--- src/exdf_pkg.sv ---
`default_nettype none
package exdf_pkg;
   // ************************************************************
   // widths and fixed exception numbers
   // ************************************************************
   localparam int EXC_W = 9;
   localparam int PRI_W = 10;
   localparam logic [8:0] EXC_NONE = 9'h000;
   localparam logic [8:0] EXC_NMI = 9'h002;
   localparam logic [8:0] EXC_HARDFAULT = 9'h003;
   localparam logic [8:0] EXC_DBGMON = 9'h00c;
   // signed fixed priorities
   localparam logic signed [9:0] PRI_HF_NS = -10'sd1;
   localparam logic signed [9:0] PRI_NMI = -10'sd2;
   localparam logic signed [9:0] PRI_HF_S = -10'sd3;
   localparam logic signed [9:0] PRI_ZERO = 10'sd0;
   // ************************************************************
   // register map (32-bit words, byte addresses)
   // ************************************************************
   localparam logic [7:0] ADR_CTRL = 8'h00;
   localparam logic [7:0] ADR_STATUS = 8'h04;
   localparam logic [7:0] ADR_ACTIVE = 8'h08;
   localparam logic [7:0] ADR_PEND = 8'h0c;
   localparam int CTRL_NSTGT = 0;
   localparam int CTRL_MAINEXT = 1;
   localparam int CTRL_SECEXT = 2;
   localparam int ST_LOCKUP = 0;
   localparam int ST_ESCAL = 1;
   localparam int ST_FM_S = 2;
   localparam int ST_FM_NS = 3;
   localparam int ST_DISMASK = 4;
   localparam int ST_BASE_PRIORITY_MASK = 8;
   // active/pend bit positions: hf_s, hf_ns, nmi_s, nmi_ns, other secure, other nonsecure, dbgmon
   localparam int B_HF_S = 0;
   localparam int B_HF_NS = 1;
   localparam int B_NMI_S = 2;
   localparam int B_NMI_NS = 3;
   localparam int B_OTHER_S = 4;
   localparam int B_OTHER_NS = 5;
   localparam int B_DBGMON = 6;
   localparam int NBITS = 7;
   localparam logic [2:0] CTRL_RST = 3'h6;
endpackage
`default_nettype wire

--- src/exdf_unit.sv ---
`default_nettype none
// Summary of operation
// - rawpri -1 return clears banked HardFault active
// - rawpri -2 return clears banked NMI active
// - rawpri -3 return clears Secure HardFault active
// - nonnegative rawpri clears returning exception active
// - disable and base masks untouched on return
// - main extension, nonnegative rawpri: clear fault mask bit0
// - fault mask bank follows target domain
// - terminal higher priority derived fault becomes target
// - terminal lower fault: activate original, lockup
// - main extension, monitor fault not preempting: pend monitor
// - higher priority derived fault taken first
// - lower fault requesting lockup: lockup now
// - lower fault otherwise: take original, pend
// - main extension: escalated to HardFault sets escalated flag
// - pend derived fault unless locking up or already locked up; the monitor case pends monitor instead
// - terminal fault while taking target re-resolves
// - nonterminal faults ignored while taking target
// - terminal means entry prevented, vector fault
// - HardFault -3 or -1, NMI -2
module exdf_unit (
   input  wire logic        CLK,
   input  wire logic        RESET,
   input  wire logic        WB_CYC_I,
   input  wire logic        WB_STB_I,
   input  wire logic        WB_WE_I,
   input  wire logic [7:0]  WB_ADR_I,
   input  wire logic [3:0]  WB_SEL_I,
   input  wire logic [31:0] WB_DAT_I,
   output logic      [31:0] WB_DAT_O,
   output logic             WB_ACK_O,
   input  wire logic        RET_VALID,
   input  wire logic [9:0]  RET_RAWPRI,
   input  wire logic [8:0]  RET_EXC,
   input  wire logic        RET_TGT_SEC,
   input  wire logic        DF_VALID,
   input  wire logic [8:0]  DF_FAULT,
   input  wire logic [8:0]  DF_ORIG_FAULT,
   input  wire logic        DF_SEC,
   input  wire logic        DF_TERMINAL,
   input  wire logic        DF_LOCKUP,
   input  wire logic [9:0]  DF_PRI,
   input  wire logic [8:0]  OE_EXC,
   input  wire logic        OE_SEC,
   input  wire logic [9:0]  OE_PRI,
   input  wire logic [9:0]  PE_PRI,
   input  wire logic        ACT_VALID,
   input  wire logic [8:0]  ACT_EXC,
   input  wire logic        ACT_SEC,
   input  wire logic        DBG_LOCKUP_EXIT,
   output logic             TAKE_VALID,
   output logic      [8:0]  TAKE_EXC,
   output logic             TAKE_SEC,
   output logic             LOCKUP,
   output logic      [9:0]  LOCKUP_PRI
);
   // ************************************************************
   // configuration and state
   // ************************************************************
   logic [2:0] ctrl_q;
   logic [exdf_pkg::NBITS-1:0] active_q;
   logic [exdf_pkg::NBITS-1:0] pend_q;
   logic fm_s_q;
   logic fm_ns_q;
   logic [3:0] dismask_q;
   logic [7:0] base_priority_mask_q;
   logic escal_q;
   logic lockup_q;
   logic [9:0] lockup_pri_q;
   logic resolving_q;
   logic nstgt, mainext, secext;
   assign nstgt = ctrl_q[exdf_pkg::CTRL_NSTGT];
   assign mainext = ctrl_q[exdf_pkg::CTRL_MAINEXT];
   assign secext = ctrl_q[exdf_pkg::CTRL_SECEXT];

   // maps an exception and domain to its active/pending bit
   function automatic logic [exdf_pkg::NBITS-1:0] exc_bit(input logic [8:0] exc,
                                                          input logic sec);
      logic [exdf_pkg::NBITS-1:0] m;
      m = '0;
      if (exc == exdf_pkg::EXC_HARDFAULT) begin
         m[sec ? exdf_pkg::B_HF_S : exdf_pkg::B_HF_NS] = 1'b1;
      end else if (exc == exdf_pkg::EXC_NMI) begin
         m[sec ? exdf_pkg::B_NMI_S : exdf_pkg::B_NMI_NS] = 1'b1;
      end else if (exc == exdf_pkg::EXC_DBGMON) begin
         m[exdf_pkg::B_DBGMON] = 1'b1;
      end else if (exc != exdf_pkg::EXC_NONE) begin
         m[sec ? exdf_pkg::B_OTHER_S : exdf_pkg::B_OTHER_NS] = 1'b1;
      end
      return m;
   endfunction

   // ************************************************************
   // exception return: which active bit to clear
   // ************************************************************
   logic signed [9:0] rawpri;
   logic [exdf_pkg::NBITS-1:0] ret_clr;
   assign rawpri = RET_RAWPRI;
   always_comb begin
      ret_clr = '0;
      if (RET_VALID) begin
         if (rawpri == exdf_pkg::PRI_HF_NS) begin
            ret_clr = exc_bit(exdf_pkg::EXC_HARDFAULT, !nstgt);
         end else if (rawpri == exdf_pkg::PRI_NMI) begin
            ret_clr = exc_bit(exdf_pkg::EXC_NMI, !nstgt);
         end else if (rawpri == exdf_pkg::PRI_HF_S) begin
            ret_clr = exc_bit(exdf_pkg::EXC_HARDFAULT, 1'b1);
         end else begin
            ret_clr = exc_bit(RET_EXC, secext && RET_TGT_SEC);
         end
      end
   end

   // ************************************************************
   // derived fault resolution
   // ************************************************************
   logic signed [9:0] df_pri, oe_pri, pe_pri;
   logic df_beats_oe, df_beats_pe, df_is_mon, df_act;
   logic res_lock, res_pend_mon, res_take_oe;
   assign df_pri = DF_PRI;
   assign oe_pri = OE_PRI;
   assign pe_pri = PE_PRI;
   assign df_beats_oe = df_pri < oe_pri;
   assign df_beats_pe = df_pri < pe_pri;
   assign df_is_mon = mainext && (DF_ORIG_FAULT == exdf_pkg::EXC_DBGMON);
   // while taking a target, only terminal faults count
   assign df_act = DF_VALID && !lockup_q && (DF_TERMINAL || !resolving_q);
   always_comb begin
      res_lock = 1'b0;
      res_pend_mon = 1'b0;
      res_take_oe = 1'b0;
      if (DF_TERMINAL) begin
         res_lock = !df_beats_oe;
      end else if (df_is_mon && !df_beats_pe) begin
         res_pend_mon = 1'b1;
         res_take_oe = 1'b1;
      end else if (!df_beats_oe) begin
         res_lock = DF_LOCKUP;
         res_take_oe = !DF_LOCKUP;
      end
   end

   // target output; a later fault on it reuses target as original
   always_ff @(posedge CLK) begin
      if (RESET) begin
         TAKE_VALID <= 1'b0;
         TAKE_EXC <= exdf_pkg::EXC_NONE;
         TAKE_SEC <= 1'b0;
         resolving_q <= 1'b0;
      end else begin
         TAKE_VALID <= df_act && !res_lock;
         if (df_act && !res_lock) begin
            TAKE_EXC <= res_take_oe ? OE_EXC : DF_FAULT;
            TAKE_SEC <= res_take_oe ? OE_SEC : DF_SEC;
            resolving_q <= 1'b1;
         end else if (ACT_VALID || RET_VALID) begin
            resolving_q <= 1'b0;
         end
      end
   end

   // lockup held until reset or debug exit
   always_ff @(posedge CLK) begin
      if (RESET) begin
         lockup_q <= 1'b0;
         lockup_pri_q <= exdf_pkg::PRI_ZERO;
      end else if (df_act && res_lock) begin
         lockup_q <= 1'b1;
         lockup_pri_q <= OE_PRI;
      end else if (DBG_LOCKUP_EXIT) begin
         lockup_q <= 1'b0;
      end
   end
   assign LOCKUP = lockup_q;
   assign LOCKUP_PRI = lockup_pri_q;

   // ************************************************************
   // active and pending bits
   // ************************************************************
   logic [exdf_pkg::NBITS-1:0] act_set, pend_set;
   always_comb begin
      act_set = '0;
      pend_set = '0;
      if (ACT_VALID) begin
         act_set = exc_bit(ACT_EXC, ACT_SEC);
      end
      if (df_act && res_lock) begin
         act_set = act_set | exc_bit(OE_EXC, OE_SEC);
      end
      if (df_act && !res_lock) begin
         pend_set = exc_bit(DF_FAULT, DF_SEC);
         if (res_pend_mon) begin
            pend_set = exc_bit(exdf_pkg::EXC_DBGMON, DF_SEC);
         end
      end
   end
   always_ff @(posedge CLK) begin
      if (RESET) begin
         active_q <= '0;
      end else begin
         active_q <= (active_q & ~ret_clr) | act_set;
      end
   end
   always_ff @(posedge CLK) begin
      if (RESET) begin
         pend_q <= '0;
      end else if (ACT_VALID) begin
         pend_q <= (pend_q & ~exc_bit(ACT_EXC, ACT_SEC)) | pend_set;
      end else begin
         pend_q <= pend_q | pend_set;
      end
   end

   // escalation flag: software clears by writing one, set wins
   logic esc_set;
   assign esc_set = df_act && !res_lock && mainext && DF_FAULT == exdf_pkg::EXC_HARDFAULT
                    && DF_ORIG_FAULT != exdf_pkg::EXC_HARDFAULT;
   logic wr_st;
   assign wr_st = WB_CYC_I && WB_STB_I && WB_WE_I && !WB_ACK_O && WB_SEL_I[0]
                  && WB_ADR_I == exdf_pkg::ADR_STATUS;
   always_ff @(posedge CLK) begin
      if (RESET) begin
         escal_q <= 1'b0;
      end else if (esc_set) begin
         escal_q <= 1'b1;
      end else if (wr_st && WB_DAT_I[exdf_pkg::ST_ESCAL]) begin
         escal_q <= 1'b0;
      end
   end

   // fault masks; disable and base masks are never written on return
   logic fm_clr;
   assign fm_clr = RET_VALID && mainext && rawpri >= exdf_pkg::PRI_ZERO;
   always_ff @(posedge CLK) begin
      if (RESET) begin
         fm_s_q <= 1'b0;
         fm_ns_q <= 1'b0;
      end else if (fm_clr) begin
         if (secext && RET_TGT_SEC) begin
            fm_s_q <= 1'b0;
         end else begin
            fm_ns_q <= 1'b0;
         end
      end else if (wr_st) begin
         fm_s_q <= fm_s_q | WB_DAT_I[exdf_pkg::ST_FM_S];
         fm_ns_q <= fm_ns_q | WB_DAT_I[exdf_pkg::ST_FM_NS];
      end
   end

   // ************************************************************
   // wishbone slave, one wait-state ack
   // ************************************************************
   logic req;
   assign req = WB_CYC_I && WB_STB_I && !WB_ACK_O;
   always_ff @(posedge CLK) begin
      if (RESET) begin
         ctrl_q <= exdf_pkg::CTRL_RST;
         dismask_q <= '0;
         base_priority_mask_q <= '0;
      end else if (req && WB_WE_I && WB_ADR_I == exdf_pkg::ADR_CTRL && WB_SEL_I[0]) begin
         ctrl_q <= WB_DAT_I[2:0];
      end else if (wr_st) begin
         dismask_q <= WB_DAT_I[exdf_pkg::ST_DISMASK +: 4];
         if (WB_SEL_I[1]) begin
            base_priority_mask_q <= WB_DAT_I[exdf_pkg::ST_BASE_PRIORITY_MASK +: 8];
         end
      end
   end
   always_ff @(posedge CLK) begin
      if (RESET) begin
         WB_ACK_O <= 1'b0;
         WB_DAT_O <= '0;
      end else begin
         WB_ACK_O <= req;
         WB_DAT_O <= '0;
         if (req && !WB_WE_I) begin
            case (WB_ADR_I)
               exdf_pkg::ADR_CTRL: WB_DAT_O <= {29'h0, ctrl_q};
               exdf_pkg::ADR_STATUS: WB_DAT_O <= {16'h0, base_priority_mask_q, dismask_q,
                                                  fm_ns_q, fm_s_q, escal_q, lockup_q};
               exdf_pkg::ADR_ACTIVE: WB_DAT_O <= {25'h0, active_q};
               exdf_pkg::ADR_PEND: WB_DAT_O <= {25'h0, pend_q};
               default: WB_DAT_O <= '0;
            endcase
         end
      end
   end

   // ************************************************************
   // checks
   // ************************************************************
   chk_hf_ret_clear: assert property (@(posedge CLK) disable iff (RESET)
      RET_VALID && rawpri == exdf_pkg::PRI_HF_NS && !ACT_VALID && !nstgt
      |=> !active_q[exdf_pkg::B_HF_S]) else $error("hardfault active not cleared");
   chk_nmi_ret_clear: assert property (@(posedge CLK) disable iff (RESET)
      RET_VALID && rawpri == exdf_pkg::PRI_NMI && !ACT_VALID && nstgt
      |=> !active_q[exdf_pkg::B_NMI_NS]) else $error("nmi active not cleared");
   chk_hfs_ret_clear: assert property (@(posedge CLK) disable iff (RESET)
      RET_VALID && rawpri == exdf_pkg::PRI_HF_S && !ACT_VALID
      |=> !active_q[exdf_pkg::B_HF_S]) else $error("secure hardfault not cleared");
   chk_mask_keep: assert property (@(posedge CLK) disable iff (RESET)
      RET_VALID && !wr_st |=> $stable(dismask_q) && $stable(base_priority_mask_q))
      else $error("masks changed on return");
   chk_fm_neg_keep: assert property (@(posedge CLK) disable iff (RESET)
      RET_VALID && rawpri < exdf_pkg::PRI_ZERO && !wr_st |=> $stable(fm_s_q) && $stable(fm_ns_q))
      else $error("fault mask cleared on nmi or hardfault return");
   chk_lock_enter: assert property (@(posedge CLK) disable iff (RESET)
      df_act && DF_TERMINAL && !df_beats_oe |=> LOCKUP && LOCKUP_PRI == $past(OE_PRI))
      else $error("terminal fault did not lock up");
   chk_df_first: assert property (@(posedge CLK) disable iff (RESET)
      df_act && df_beats_oe && !res_pend_mon |=> TAKE_VALID && TAKE_EXC == $past(DF_FAULT))
      else $error("higher priority derived fault not taken");
   chk_lock_hold: assert property (@(posedge CLK) disable iff (RESET)
      LOCKUP && !DBG_LOCKUP_EXIT |=> LOCKUP) else $error("lockup dropped");
   chk_escal_set: assert property (@(posedge CLK) disable iff (RESET)
      esc_set |=> escal_q) else $error("escalation flag not set");
endmodule
`default_nettype wire

--- config.mk ---
export PLATFORM = sky130hd
export DESIGN_NAME = exdf_unit
export DESIGN_NICKNAME = d
export VERILOG_FILES = /design/src/exdf_pkg.sv /design/src/exdf_unit.sv
export SDC_FILE = /design/constraint.sdc
export NUM_CORES = 1
export LEC_CHECK = 0
export ABC_AREA = 1
export ABC_CLOCK_PERIOD_IN_PS = 1800
export BUFFER_PORTS_ARGS = -buffer_cell sky130_fd_sc_hd__clkbuf_2
export CORE_MARGIN = 5
export CORE_UTILIZATION = 25
export DETAILED_ROUTE_END_ITERATION = 8
export PLACE_DENSITY_LB_ADDON = 0.15
export SLEW_MARGIN = 5
export SYNTH_ARGS = -nofsm -noshare
export SYNTH_HDL_FRONTEND = slang
export SYNTH_SLANG_ARGS = --single-unit
--- constraint.sdc ---
create_clock -name CLK -period 1.8 [get_ports CLK]
set_input_delay 0.09 -clock CLK [delete_from_list [all_inputs] [get_ports CLK]]
set_output_delay 0.09 -clock CLK [all_outputs]
set_load 0.05 [all_outputs]
## Word-level counts from Yosys, hierarchy flattened

Cells that the tools add are included.
W data, S select, Z words.

| cells by class | value |
|---|---|
| eq/ne operators | 22 |
| reduce and logical (&&, ||, !) cells | 61 |
| bitwise gates (word level) | 12 |
| muxes and demuxes | 97 |
| order comparisons | 31 |

Operators by type and width:

| kind | number |
|---|---|
| $mux W7 | 24 |
| $eq A9 B2 Y1 const B | 8 |
| $pmux W16 S4 | 1 |
| $mux W1 | 53 |
| $eq A9 B4 Y1 const B | 5 |
| $demux W1 S3 | 14 |
| $logic_and A1 B1 Y1 | 37 |
| $reduce_bool A9 Y1 | 4 |
| $or A7 B7 Y7 | 4 |
| $mux W6 | 4 |
| $lt A1 B4 Y1 const B | 5 |
| $lt A10 B10 Y1 | 2 |
| $lt A2 B4 Y1 const B | 5 |
| $eq A8 B4 Y1 const B | 2 |
| $lt A3 B4 Y1 const B | 4 |
| $and A7 B7 Y7 | 2 |
| $not A7 Y7 | 2 |
| $ge A3 B1 Y1 const B | 4 |
| $eq A10 B1 Y1 const B | 1 |
| $eq A10 B2 Y1 const B | 1 |
| $eq A10 B3 Y1 const B | 1 |
| $ge A10 B1 Y1 const B | 1 |
| $ge A2 B1 Y1 const B | 5 |
| $mux W9 | 1 |
| 14 further kinds | 33 |

| word-level totals | value |
|---|---|
| output and inout bits | 55 |
| bits in registers | 88 |
| input port bits | 144 |
| word-level logic and storage cells | 239 |

## Longest topological paths before layout

Gate-level depths: netlist of the first run.

| logic depth | value |
|---|---|
| depth in word-level cells | 17 |
| mapped depth | 17 |
| mapped depth without buffers | 16 |

## Worst setup path after synthesis of the first run

Ideal clock, no wire load.

| timing | value |
|---|---|
| kind | input to register |
| from | input port OE_PRI[9] |
| to | register TAKE_EXC[5] |
| path buffers | 1 |
| setup slack | 141 ps |
| data arrival time | 1547 ps |
| stages on the path | 14 |
| setup time | 112 ps |
| required time | 1688 ps |
| cell sequence | inv_1 > ha_1 > a21o_1 > nor2_1 > nand3_1 > nand2_1 > nand2_2 > nor2_8 > nand2_8 > nand2_4 > buf_8 > nand2_2 > nand2_1 > nor2_1 |

| between the ends | value |
|---|---|
| longest elaborated chain between the ends | 6 |
| elaborated cells on any way between the ends | 11 |
| classes of those cells | order compare (1); mux (7); reduce/logical (3) |

RTL lines:

| element | line | RTL |
|---|---|---|
| from (decl) | exdf_unit.sv:46 | `input wire logic [9:0] OE_PRI,` |
| $lt A10 B10 Y1 (*) | exdf_unit.sv:124 | `assign df_beats_oe = df_pri < oe_pri;` |
| $mux W1 | exdf_unit.sv:138 | `end else if (!df_beats_oe) begin` |
| $mux W1 | exdf_unit.sv:135 | `end else if (df_is_mon && !df_beats_pe) begin` |
| $mux W1 | exdf_unit.sv:133 | `if (DF_TERMINAL) begin` |
| $logic_not A1 Y1 | exdf_unit.sv:153 | `if (df_act && !res_lock) begin` |
| $logic_and A1 B1 Y1 | exdf_unit.sv:153 |  |
| to (signal assigned) | exdf_unit.sv:148 | `TAKE_EXC <= exdf_pkg::EXC_NONE;` |
| to (signal assigned) | exdf_unit.sv:154 | `TAKE_EXC <= res_take_oe ? OE_EXC : DF_FAULT;` |
| to (decl) | exdf_unit.sv:53 | `output logic [8:0] TAKE_EXC,` |

Mark *: on every way between the ends. The rest lies on a longest branch, timed or not.
A chain may end at the register's enable or synchronous reset.

## Worst setup path in the final report of the first run

| timing | value |
|---|---|
| from | input port DF_PRI[9] |
| to | register TAKE_SEC |

| between the ends | value |
|---|---|
| longest elaborated chain between the ends | 7 |
| elaborated cells on any way between the ends | 14 |
| classes of those cells | order compare (2); mux (7); reduce/logical (5) |

RTL lines:

| element | line | RTL |
|---|---|---|
| from (decl) | exdf_unit.sv:43 | `input wire logic [9:0] DF_PRI,` |
| $lt A10 B10 Y1 | exdf_unit.sv:125 | `assign df_beats_pe = df_pri < pe_pri;` |
| $logic_not A1 Y1 | exdf_unit.sv:135 |  |
| $logic_and A1 B1 Y1 | exdf_unit.sv:135 |  |
| $mux W1 | exdf_unit.sv:135 |  |
| $mux W1 | exdf_unit.sv:133 |  |
| $logic_not A1 Y1 | exdf_unit.sv:153 |  |
| $logic_and A1 B1 Y1 | exdf_unit.sv:153 |  |
| to (signal assigned) | exdf_unit.sv:155 | `TAKE_SEC <= res_take_oe ? OE_SEC : DF_SEC;` |
| to (decl) | exdf_unit.sv:54 | `output logic TAKE_SEC,` |

Parallel ways exist; a longest one is shown, timed or not.

==> impl_metrics.yaml, run 1 <==
status:
  outcome: "finished, final reports clean"
timing:
  rsz0062_at_grt: "false"
  fmax_mhz: 653.1
  worst_slack_ns: 0.2689
  fin_crit_sh_pct: 85.06
  setup_viol_count_final: 0
  relSlewSlack_pct: 64.75
  fin_skew_ns: 0.006079
  fin_crit_ns: 1.531
  hold_viol: 0
  slew_viol_final: 0
  tightest_slew_ns: 0.5247
  fin_setup_tns_ns: 0
setup_path:
  cpPeakStageDelay_ns: 0.32
  start_kind: "input pin"
  critical_path_class: "in2reg"
  r2r_start: "ctrl_q[1]"
  cp-end-kind: "flip-flop"
  regToRegEndpoint: "TAKE_SEC"
  crit_required_ns: 2.07
  critPathMaxFanout: 10
  path_cells: "clkbuf_2, ha_1, a21o_1, nor2_1, nand3_1, nand2_1, nand3_4, nand2_8, nand2_4, buf_12, nand2_2, nand2_1, nor2_1"
  arrival_ns: 1.80
  reg2reg_depth: 9
  reg2reg_slack_ns: 0.33
  crit_path_top_delay_cell: "ha_1"
routing:
  drt-pass1-iter-count: 5
  routed_wl_um: 14040
  vias: 4657
  viasPerCell: 4.241
  wire_per_inst_um: 12.79
  drc_errors: 0
  detail-route-antenna-nets: 0
  drt-initial-drc-count: 144
finish:
  layout_common_cells: "164 x clkbuf_2, 122 x inv_1, 105 x nand2_1"
  fin_util_pct: 34.07
  final_common_cell: "clkbuf_2"
  layout.cells.non_filler: 1098
  diodes: 0
  area_delta_synth_final_pct: 33.13
  fin_nets: 1030
  drive_above_1_share_pct: 26.80
floorplanning:
  fp-row-count: 48
  initial_core_util_pct: 25.59
  dieArea_mm2: 0.02060
  die_w_um: 143.5
  die_y_um: 143.5
  core_mm2: 0.01742
  ios: 199
yosys:
  synth_enable_flop_cells: 0
  synthArstFlopShare_pct: 0
  ys_seq_elements: 72
  ys_types: 40
  synthCells: 680
  avgSynthCellArea_um2: 6.554
  ys_seq_area_share_pct: 32.34
  synth_warnings: 0
  yosys_most_used_dff: "dfxtp_1"
  synth_top_area_share_pct: 32.34
  synth.largest_area_cell: "dfxtp_1"
  synth.area.top_cells: "dfxtp_1 32%, inv_1 10%, nand2_1 8.8%"
  synth_area_mm2: 0.004457
global_routing:
  antenna_found_initial: 0
  busiest_layer: "met2"
  overflow: 0
  grt_max_degree: 32
  met3_usage_pct: 3.993
  gr-usage-met2_pct: 22.99
  grt_use_total_pct: 13.49
  grt_first_pass_wirelength_um: 22320
  grt_pass1_vias: 4571
  met1_usage_pct: 16.77
place:
  routabilityCongestion: 0.7951
  hpwlAfterDp_um: 11750
  dp.cells: 1078
  port_buffers: 164
  place_ws_ns: -0.07384
cts:
  clk_latency_ns: 0.34
  cts-root-buf: "clkbuf_16"
  cts_resized: 0
  postCtsSetupBuffers: 0
  cts_hold_buf: 4
  path_clk_slew_ns: 0.06
  max-clock-path-buffers: 2
  cts_tree: "done"
  clock-sinks: 72
  htreeDepth: 3
  cts_inserted_buffers: 9
pwr:
  p_per_area_mw_per_mm2: 736.0
  leakagePower_nw: 3.040
  ir_drop_uv: 401.9
  power.total_w: 0.004367
run:
  drv_cap: 0
worst_hold_path:
  min_path_cells: 4
  min_from: "DBG_LOCKUP_EXIT"
  min_to: "LOCKUP"
  hold_class: "in2reg"
[power breakdown]
group | internal (W) | total [W] | switching, W
logic | 0.000363 | 0.00104 | 0.000679
clock network | 0.000967 | 0.00164 | 0.000676
registers | 0.00165 | 0.00168 | 0.0000303
total | 0.00298 | 0.00437 | 0.00138
[Yosys cell counts (2+ instances only)]
| library cell | n |
|---|---|
| buf_2 | 9 |
| inv_1 | 122 |
| o22ai_1 | 8 |
| nor4_1 | 2 |
| nand3_1 | 54 |
| nand4_1 | 31 |
| dfxtp_1 | 72 |
| or2_2 | 2 |
| nor2_2 | 4 |
| buf_6 | 2 |
| nand2_2 | 12 |
| buf_4 | 17 |
| a21o_1 | 2 |
| ha_1 | 18 |
| clkbuf_1 | 6 |
| nor3_2 | 2 |
| nor2_1 | 101 |
| a21boi_0 | 3 |
| nor3_1 | 21 |
| o21ai_0 | 22 |
| a21oi_1 | 47 |
| nand2_1 | 105 |
[flip-flops by register name (all words and copies together) (netlist names), 3 cells and up]
signal                count
WB_DAT_O                 16
LOCKUP_PRI               10
TAKE_EXC                  9
base_priority_mask_q      8
active_q                  7
pend_q                    7
dismask_q                 4
ctrl_q                    3
[layout make-up]
cell class	instances	area [um2]
Clock buffer	13	250.2
Clock inverter	3	17.52
Fill cell	1952	11480
Inverter	123	461.7
Multi-Input combinational cell	465	2377
Sequential cell	72	1441
Tap cell	225	281.5
Timing Repair Buffer	197	1104
[worst max-delay path: cells and delay by family]
kind,cells,cell delay [ns]
buf+inv,2,0.25
compound gates,1,0.19
simple gates,9,0.94
fa+ha+maj,1,0.32
[cell families (layout without fill, tap and decap cells)]
kind of cell,count (synthesis),count (layout),synth area share [%]
other cells,1,16,0.08414
fa+ha+maj,18,18,5.053
flops,72,72,32.34
compound gates,90,90,11.15
buf+inv,158,336,15.58
simple gates,341,341,35.79
[worst max path at each step]
stage / endpoint / startpoint / slack, ns / depth (start not counted)
2_1_floorplan: TAKE_EXC[5] / OE_PRI[9] / 0.14 / 14
3_3_place_gp: TAKE_EXC[8] / OE_PRI[5] / -0.06 / 15
3_5_place_dp: TAKE_EXC[3] / DF_PRI[9] / -0.07 / 13
4_1_cts: TAKE_EXC[0] / DF_PRI[9] / 0.27 / 13
5_1_grt: TAKE_EXC[1] / OE_PRI[5] / 0.05 / 18
6_report: TAKE_SEC / DF_PRI[9] / 0.27 / 13
[metal layers]
| layer | vias to the layer above | share of wire (%) |
|---|---|---|
| met1 | 1986 | 45 |
| met2 | 127 | 47 |
| li1 | 2534 | - |
| met3 | 10 | 7.5 |
| met5 | - | 0 |
| met4 | 0 | 0.95 |
[through the flow]
| stage | area, um2 | hold WS, ns |
|---|---|---|
| after floorplan | 4513 | 0.1923 |
| after global placement | 5625 | 0.3242 |
| after detailed placement | 5625 | 0.3226 |
| after CTS | 5933 | 0.004641 |
| after global routing | 5933 | 0.02006 |
| final | 5933 | 0.01582 |
No activity file was read; power rests on OpenSTA's default activity.
==> inputs of run 2 (changes only) <==
--- a/config.mk
+++ b/config.mk
@@ -8,9 +8,11 @@
 export ABC_AREA = 1
 export ABC_CLOCK_PERIOD_IN_PS = 1800
 export BUFFER_PORTS_ARGS = -buffer_cell sky130_fd_sc_hd__clkbuf_2
+export CAP_MARGIN = 20
 export CORE_MARGIN = 5
 export CORE_UTILIZATION = 25
 export DETAILED_ROUTE_END_ITERATION = 8
+export GPL_TIMING_DRIVEN = 0
 export PLACE_DENSITY_LB_ADDON = 0.15
 export SLEW_MARGIN = 5
 export SYNTH_ARGS = -nofsm -noshare
==> impl_metrics.yaml, run 2 (synthesis results as in run 1) <==
cts:
  max-clock-path-buffers: 2
  cts-root-buf: "clkbuf_16"
  cts_inserted_buffers: 9
  clock-sinks: 72
  htreeDepth: 3
  clk_latency_ns: 0.34
  path_clk_slew_ns: 0.06
  cts_tree: "done"
place:
  postPlaceCellArea_mm2: 0.005610
  place_ws_ns: -0.1891
  port_buffers: 163
  dp.cells: 1083
  routabilityCongestion: 0.8072
  hpwlAfterDp_um: 12050
finish:
  area_delta_synth_final_pct: 33.69
  diodes: 0
  layout.cells.non_filler: 1103
  regArea_mm2: 0.001441
  fin_nets: 1035
  post-route-cell-area_mm2: 0.005958
  drive_above_1_share_pct: 26.99
  layout_common_cells: "163 x clkbuf_2, 122 x inv_1, 105 x nand2_1"
  regMostFlops: "WB_DAT_O"
  multiInputGateArea_mm2: 0.002377
  largest_reg_flops: 16
  fillers: 1941
  final_common_cell: "clkbuf_2"
setup_path:
  start_kind: "flip-flop"
  cp-end-kind: "flip-flop"
  crit_required_ns: 2.05
  critPathMaxFanout: 10
  critical_path_class: "reg2reg"
  arrival_ns: 1.86
floorplanning:
  fp-row-count: 48
  initial_core_util_pct: 25.59
  ios: 199
  die_y_um: 143.5
  dieArea_mm2: 0.02060
  core_mm2: 0.01742
  die_w_um: 143.5
routing:
  drt-initial-drc-count: 190
  drc_errors: 0
  viasPerCell: 4.228
  routed_wl_um: 14380
  drt-pass1-iter-count: 4
  vias: 4663
  wire_per_inst_um: 13.03
  detail-route-antenna-nets: 0
worst_hold_path:
  hold_class: "in2reg"
timing:
  hold_viol: 0
  fin_crit_sh_pct: 89.33
  relSlewSlack_pct: 64.97
  tightest_slew_ns: 0.5255
  fin_skew_ns: 0.007568
  fin_crit_ns: 1.608
  setup_viol_count_final: 0
  fmax_mhz: 621.9
  worst_slack_ns: 0.1920
  slew_viol_final: 0
  rsz0062_at_grt: "false"
pwr:
  p_per_area_mw_per_mm2: 775.2
  leakagePower_nw: 3.064
  power.total_w: 0.004619
  ir_drop_uv: 458.8
global_routing:
  overflow: 0
  grt_max_degree: 13
  grt_use_total_pct: 13.99
  antenna_found_initial: 0
  grt_first_pass_wirelength_um: 22710
  grt_pass1_vias: 4637
status:
  outcome: "finished, final reports clean"
run:
  drv_cap: 0
## run 2: path summary, 6_finish.rpt
path              depth (start not counted)      endpoint                     from  slack [ns]
setup / recovery                          5   WB_DAT_O[1]                 WB_ACK_O        0.19
hold / removal                            3      WB_ACK_O                 WB_STB_I        0.01
setup reg to reg                          5   WB_DAT_O[1]                 WB_ACK_O        0.19
hold reg to reg                           2  WB_DAT_O[15]  base_priority_mask_q[7]        0.44
## run 2: per-layer routing
metal	share of wire [%]	track usage, %	wire [um]	up-vias
li1	-	-	-	2546
met1	44	17.70	6366	1965
met2	46	23.58	6604	139
met3	8.8	4.126	1259	13
met4	1.0	3.171	146	0
met5	0	0	0	-
## run 2: cell type report
type                       instances  area share [%]
clock inverter                     6           1.407
clock buffer                      10           3.843
tap                              225           4.725
sequential                        72           24.19
timing repair buffer             167           14.28
inverter                         123           7.749
multi-input combinational        465           39.90
buffer                            35           3.906
## run 2: metrics by stage
step,util [%],hold WS [ns],TNS (ns)
global placement,32.21,0.3320,-4.932
CTS,34.12,0.002445,0
finish,34.21,0.01374,0
floorplan,-,0.1923,0
global route,34.21,0.01424,0
detailed placement,32.21,0.3188,-4.806
## run 2: timing repair
item | 4_1_cts | 5_1_grt
hold endpoints to repair | 2 | 0
buffers inserted | 0 | 2
setup endpoints to repair | 0 | 8
hold buffers | 2 | 0
gates resized for setup | 0 | 0
## run 2: critical path, cell delays in order, from the launching register on
cell and delay [ns]:
dfxtp_1 0.32, nor3_1 0.24, nand2_1 0.28, nor2_1 0.35
inv_1 0.13, a21oi_1 0.19
## run 2: power breakdown
group	switching (W)	total, W	internal (W)
registers	0.0000299	0.00168	0.00165
logic	0.000685	0.00104	0.000358
clock network	0.000686	0.00189	0.00121
total	0.00140	0.00462	0.00322
==> inputs of run 3 (changes only) <==
--- a/config.mk
+++ b/config.mk
@@ -6,9 +6,8 @@
 export NUM_CORES = 1
 export LEC_CHECK = 0
 export ABC_AREA = 1
-export ABC_CLOCK_PERIOD_IN_PS = 1800
+export ABC_CLOCK_PERIOD_IN_PS = 1600
 export BUFFER_PORTS_ARGS = -buffer_cell sky130_fd_sc_hd__clkbuf_2
-export CAP_MARGIN = 20
 export CORE_MARGIN = 5
 export CORE_UTILIZATION = 25
 export DETAILED_ROUTE_END_ITERATION = 8
==> constraint.sdc (replaced) <==
create_clock -name CLK -period 1.6 [get_ports CLK]
set_input_delay 0.08 -clock CLK [delete_from_list [all_inputs] [get_ports CLK]]
set_output_delay 0.08 -clock CLK [all_outputs]
set_load 0.05 [all_outputs]
==> impl_metrics.yaml, run 3 (synthesis results as in run 1) <==
run:
  drv_cap: 0
finish:
  largest_reg_flops: 16
  regMostFlops: "WB_DAT_O"
  final_common_cell: "clkbuf_2"
  drive_above_1_share_pct: 32.58
  area_delta_synth_final_pct: 43.21
  post-route-cell-area_mm2: 0.006382
  diodes: 0
  multiInputGateArea_mm2: 0.002664
  layout_common_cells: "153 x clkbuf_2, 113 x inv_1, 96 x nor2_1"
  regArea_mm2: 0.001441
  fillers: 1899
  fin_nets: 1042
timing:
  fin_setup_tns_ns: 0
  worst_slack_ns: 0.09949
  slew_viol_final: 0
  fin_crit_ns: 1.501
  tightest_slew_ns: 0.5671
  fmax_mhz: 666.4
  hold_viol: 0
  fin_skew_ns: 0.005835
  setup_viol_count_final: 0
  fin_crit_sh_pct: 93.78
  relSlewSlack_pct: 62.19
setup_path:
  path_cells: "buf_2, inv_2, ha_4, nand2_2, nor2_4, nand3_2, nand4_1, nand2_4, nor2_8, nand2_8, nand2_8, clkbuf_16, nand2_2, nand2_1, nor2_1"
  regToRegEndpoint: "TAKE_EXC[5]"
  cpPeakStageDelay_ns: 0.25
  critical_path_class: "in2reg"
  startpoint: "OE_PRI[6]"
  arrival_ns: 1.74
  cp-end-kind: "flip-flop"
  critPathCapture: "TAKE_EXC[0]"
  start_kind: "input pin"
  r2r_start: "ctrl_q[1]"
  crit_path_top_delay_cell: "ha_4"
  reg2reg_depth: 9
  reg2reg_slack_ns: 0.11
  critPathMaxFanout: 6
  crit_required_ns: 1.84
routing:
  viasPerCell: 4.346
  top_layer_used: "met4"
  drc_errors: 0
  vias: 4820
  wl_met3_um: 1213
  drt-initial-drc-count: 159
  detail-route-antenna-nets: 0
  wl_met1_um: 6605
  dr_wl_met2_um: 6831
  drt-pass1-iter-count: 4
  routed_wl_um: 14910
  wire_per_inst_um: 13.44
global_routing:
  grt_use_total_pct: 14.19
  overflow: 0
  grt_first_pass_wirelength_um: 22980
  grt_max_degree: 12
  grt_pass1_vias: 4639
  antenna_found_initial: 0
floorplanning:
  fp-row-count: 48
  ios: 199
  die_y_um: 143.5
  initial_core_util_pct: 25.59
  dieArea_mm2: 0.02060
  core_mm2: 0.01742
  die_w_um: 143.5
cts:
  cts-root-buf: "clkbuf_16"
  cts_inserted_buffers: 9
  clk_latency_ns: 0.34
  path_clk_slew_ns: 0.06
  cts_tree: "done"
  htreeDepth: 3
  clock-sinks: 72
  max-clock-path-buffers: 2
pwr:
  leakagePower_nw: 3.135
  p_per_area_mw_per_mm2: 825.2
  ir_drop_uv: 510.4
place:
  routabilityCongestion: 0.7995
  hpwlAfterDp_um: 12110
  place_ws_ns: -0.3778
  port_buffers: 163
  postPlaceCellArea_mm2: 0.005623
worst_hold_path:
  hold_class: "in2reg"
status:
  outcome: "finished, final reports clean"
-- run 3: changes by cell type in the layout (fill, tap and decap cells not counted), moves of 6 or more --
cell      change
ha_1         -13
nand2_1      -12
clkbuf_2     -10
buf_6         +6
inv_1         -9
inv_2         +7
ha_4         +13
buf_4         +6
nand2_2       +8
-- run 3: worst min-delay path by stage --
stage	from	end	slack [ns]	cells after the start
2_1_floorplan	RET_VALID	resolving_q	0.18	1
3_3_place_gp	WB_DAT_I[7]	dismask_q[3]	0.31	3
3_5_place_dp	WB_DAT_I[7]	dismask_q[3]	0.32	3
4_1_cts	OE_PRI[7]	LOCKUP_PRI[7]	0.005	3
5_1_grt	OE_PRI[5]	LOCKUP_PRI[5]	0.03	3
6_report	DBG_LOCKUP_EXIT	LOCKUP	0.01	4
-- run 3: worst max-delay path: cells and delay by family --
kind | cells | cell delay (ns)
buf+inv | 3 | 0.31
fa+ha+maj | 1 | 0.25
simple gates | 11 | 1.10
-- run 3: per-stage QoR --
stage / utilization, % / cells / power (W) / hold WS (ns)
6_report: 36.65 / 1109 / 0.005267 / 0.01116
5_1_grt: 36.65 / 1109 / 0.005556 / 0.02760
4_1_cts: 34.15 / 1101 / 0.005144 / 0.004925
3_5_place_dp: 32.28 / 1083 / 0.003105 / 0.3190
3_3_place_gp: 32.28 / 1083 / 0.003106 / 0.3108
2_1_floorplan: - / 695 / 0.002724 / 0.1823
-- run 3: routing by layer --
layer	GRT usage, %	up-vias
li1	-	2567
met1	18.17	2095
met2	22.96	140
met3	3.993	18
met4	4.955	0
met5	0	-
-- run 3: cell type report --
cell class / count / area share, %
Clock buffer: 12 / 3.862
Timing Repair inverter: 1 / 0.1176
Timing Repair Buffer: 173 / 15.04
Sequential cell: 72 / 22.58
Multi-Input combinational cell: 465 / 41.74
Clock inverter: 3 / 0.6665
Inverter: 123 / 7.312
Tap cell: 225 / 4.411
Buffer: 35 / 4.274
-- run 3: timing repair --
item | 4_1_cts | 5_1_grt
hold buffers | 3 | 0
setup endpoints to repair | 12 | 41
cloned | 0 | 3
resized for setup | 2 | 90
pin swaps | 1 | 24
buffers inserted | 0 | 5
hold endpoints to repair | 3 | 0
-- run 3: report_power, final --
| group | leakage [nW] | switching (W) | internal, W |
|---|---|---|---|
| clock network | 0.139 | 0.000776 | 0.00124 |
| registers | 0.584 | 0.0000346 | 0.00186 |
| logic | 2.41 | 0.000845 | 0.000514 |
| total | 3.14 | 0.00166 | 0.00361 |
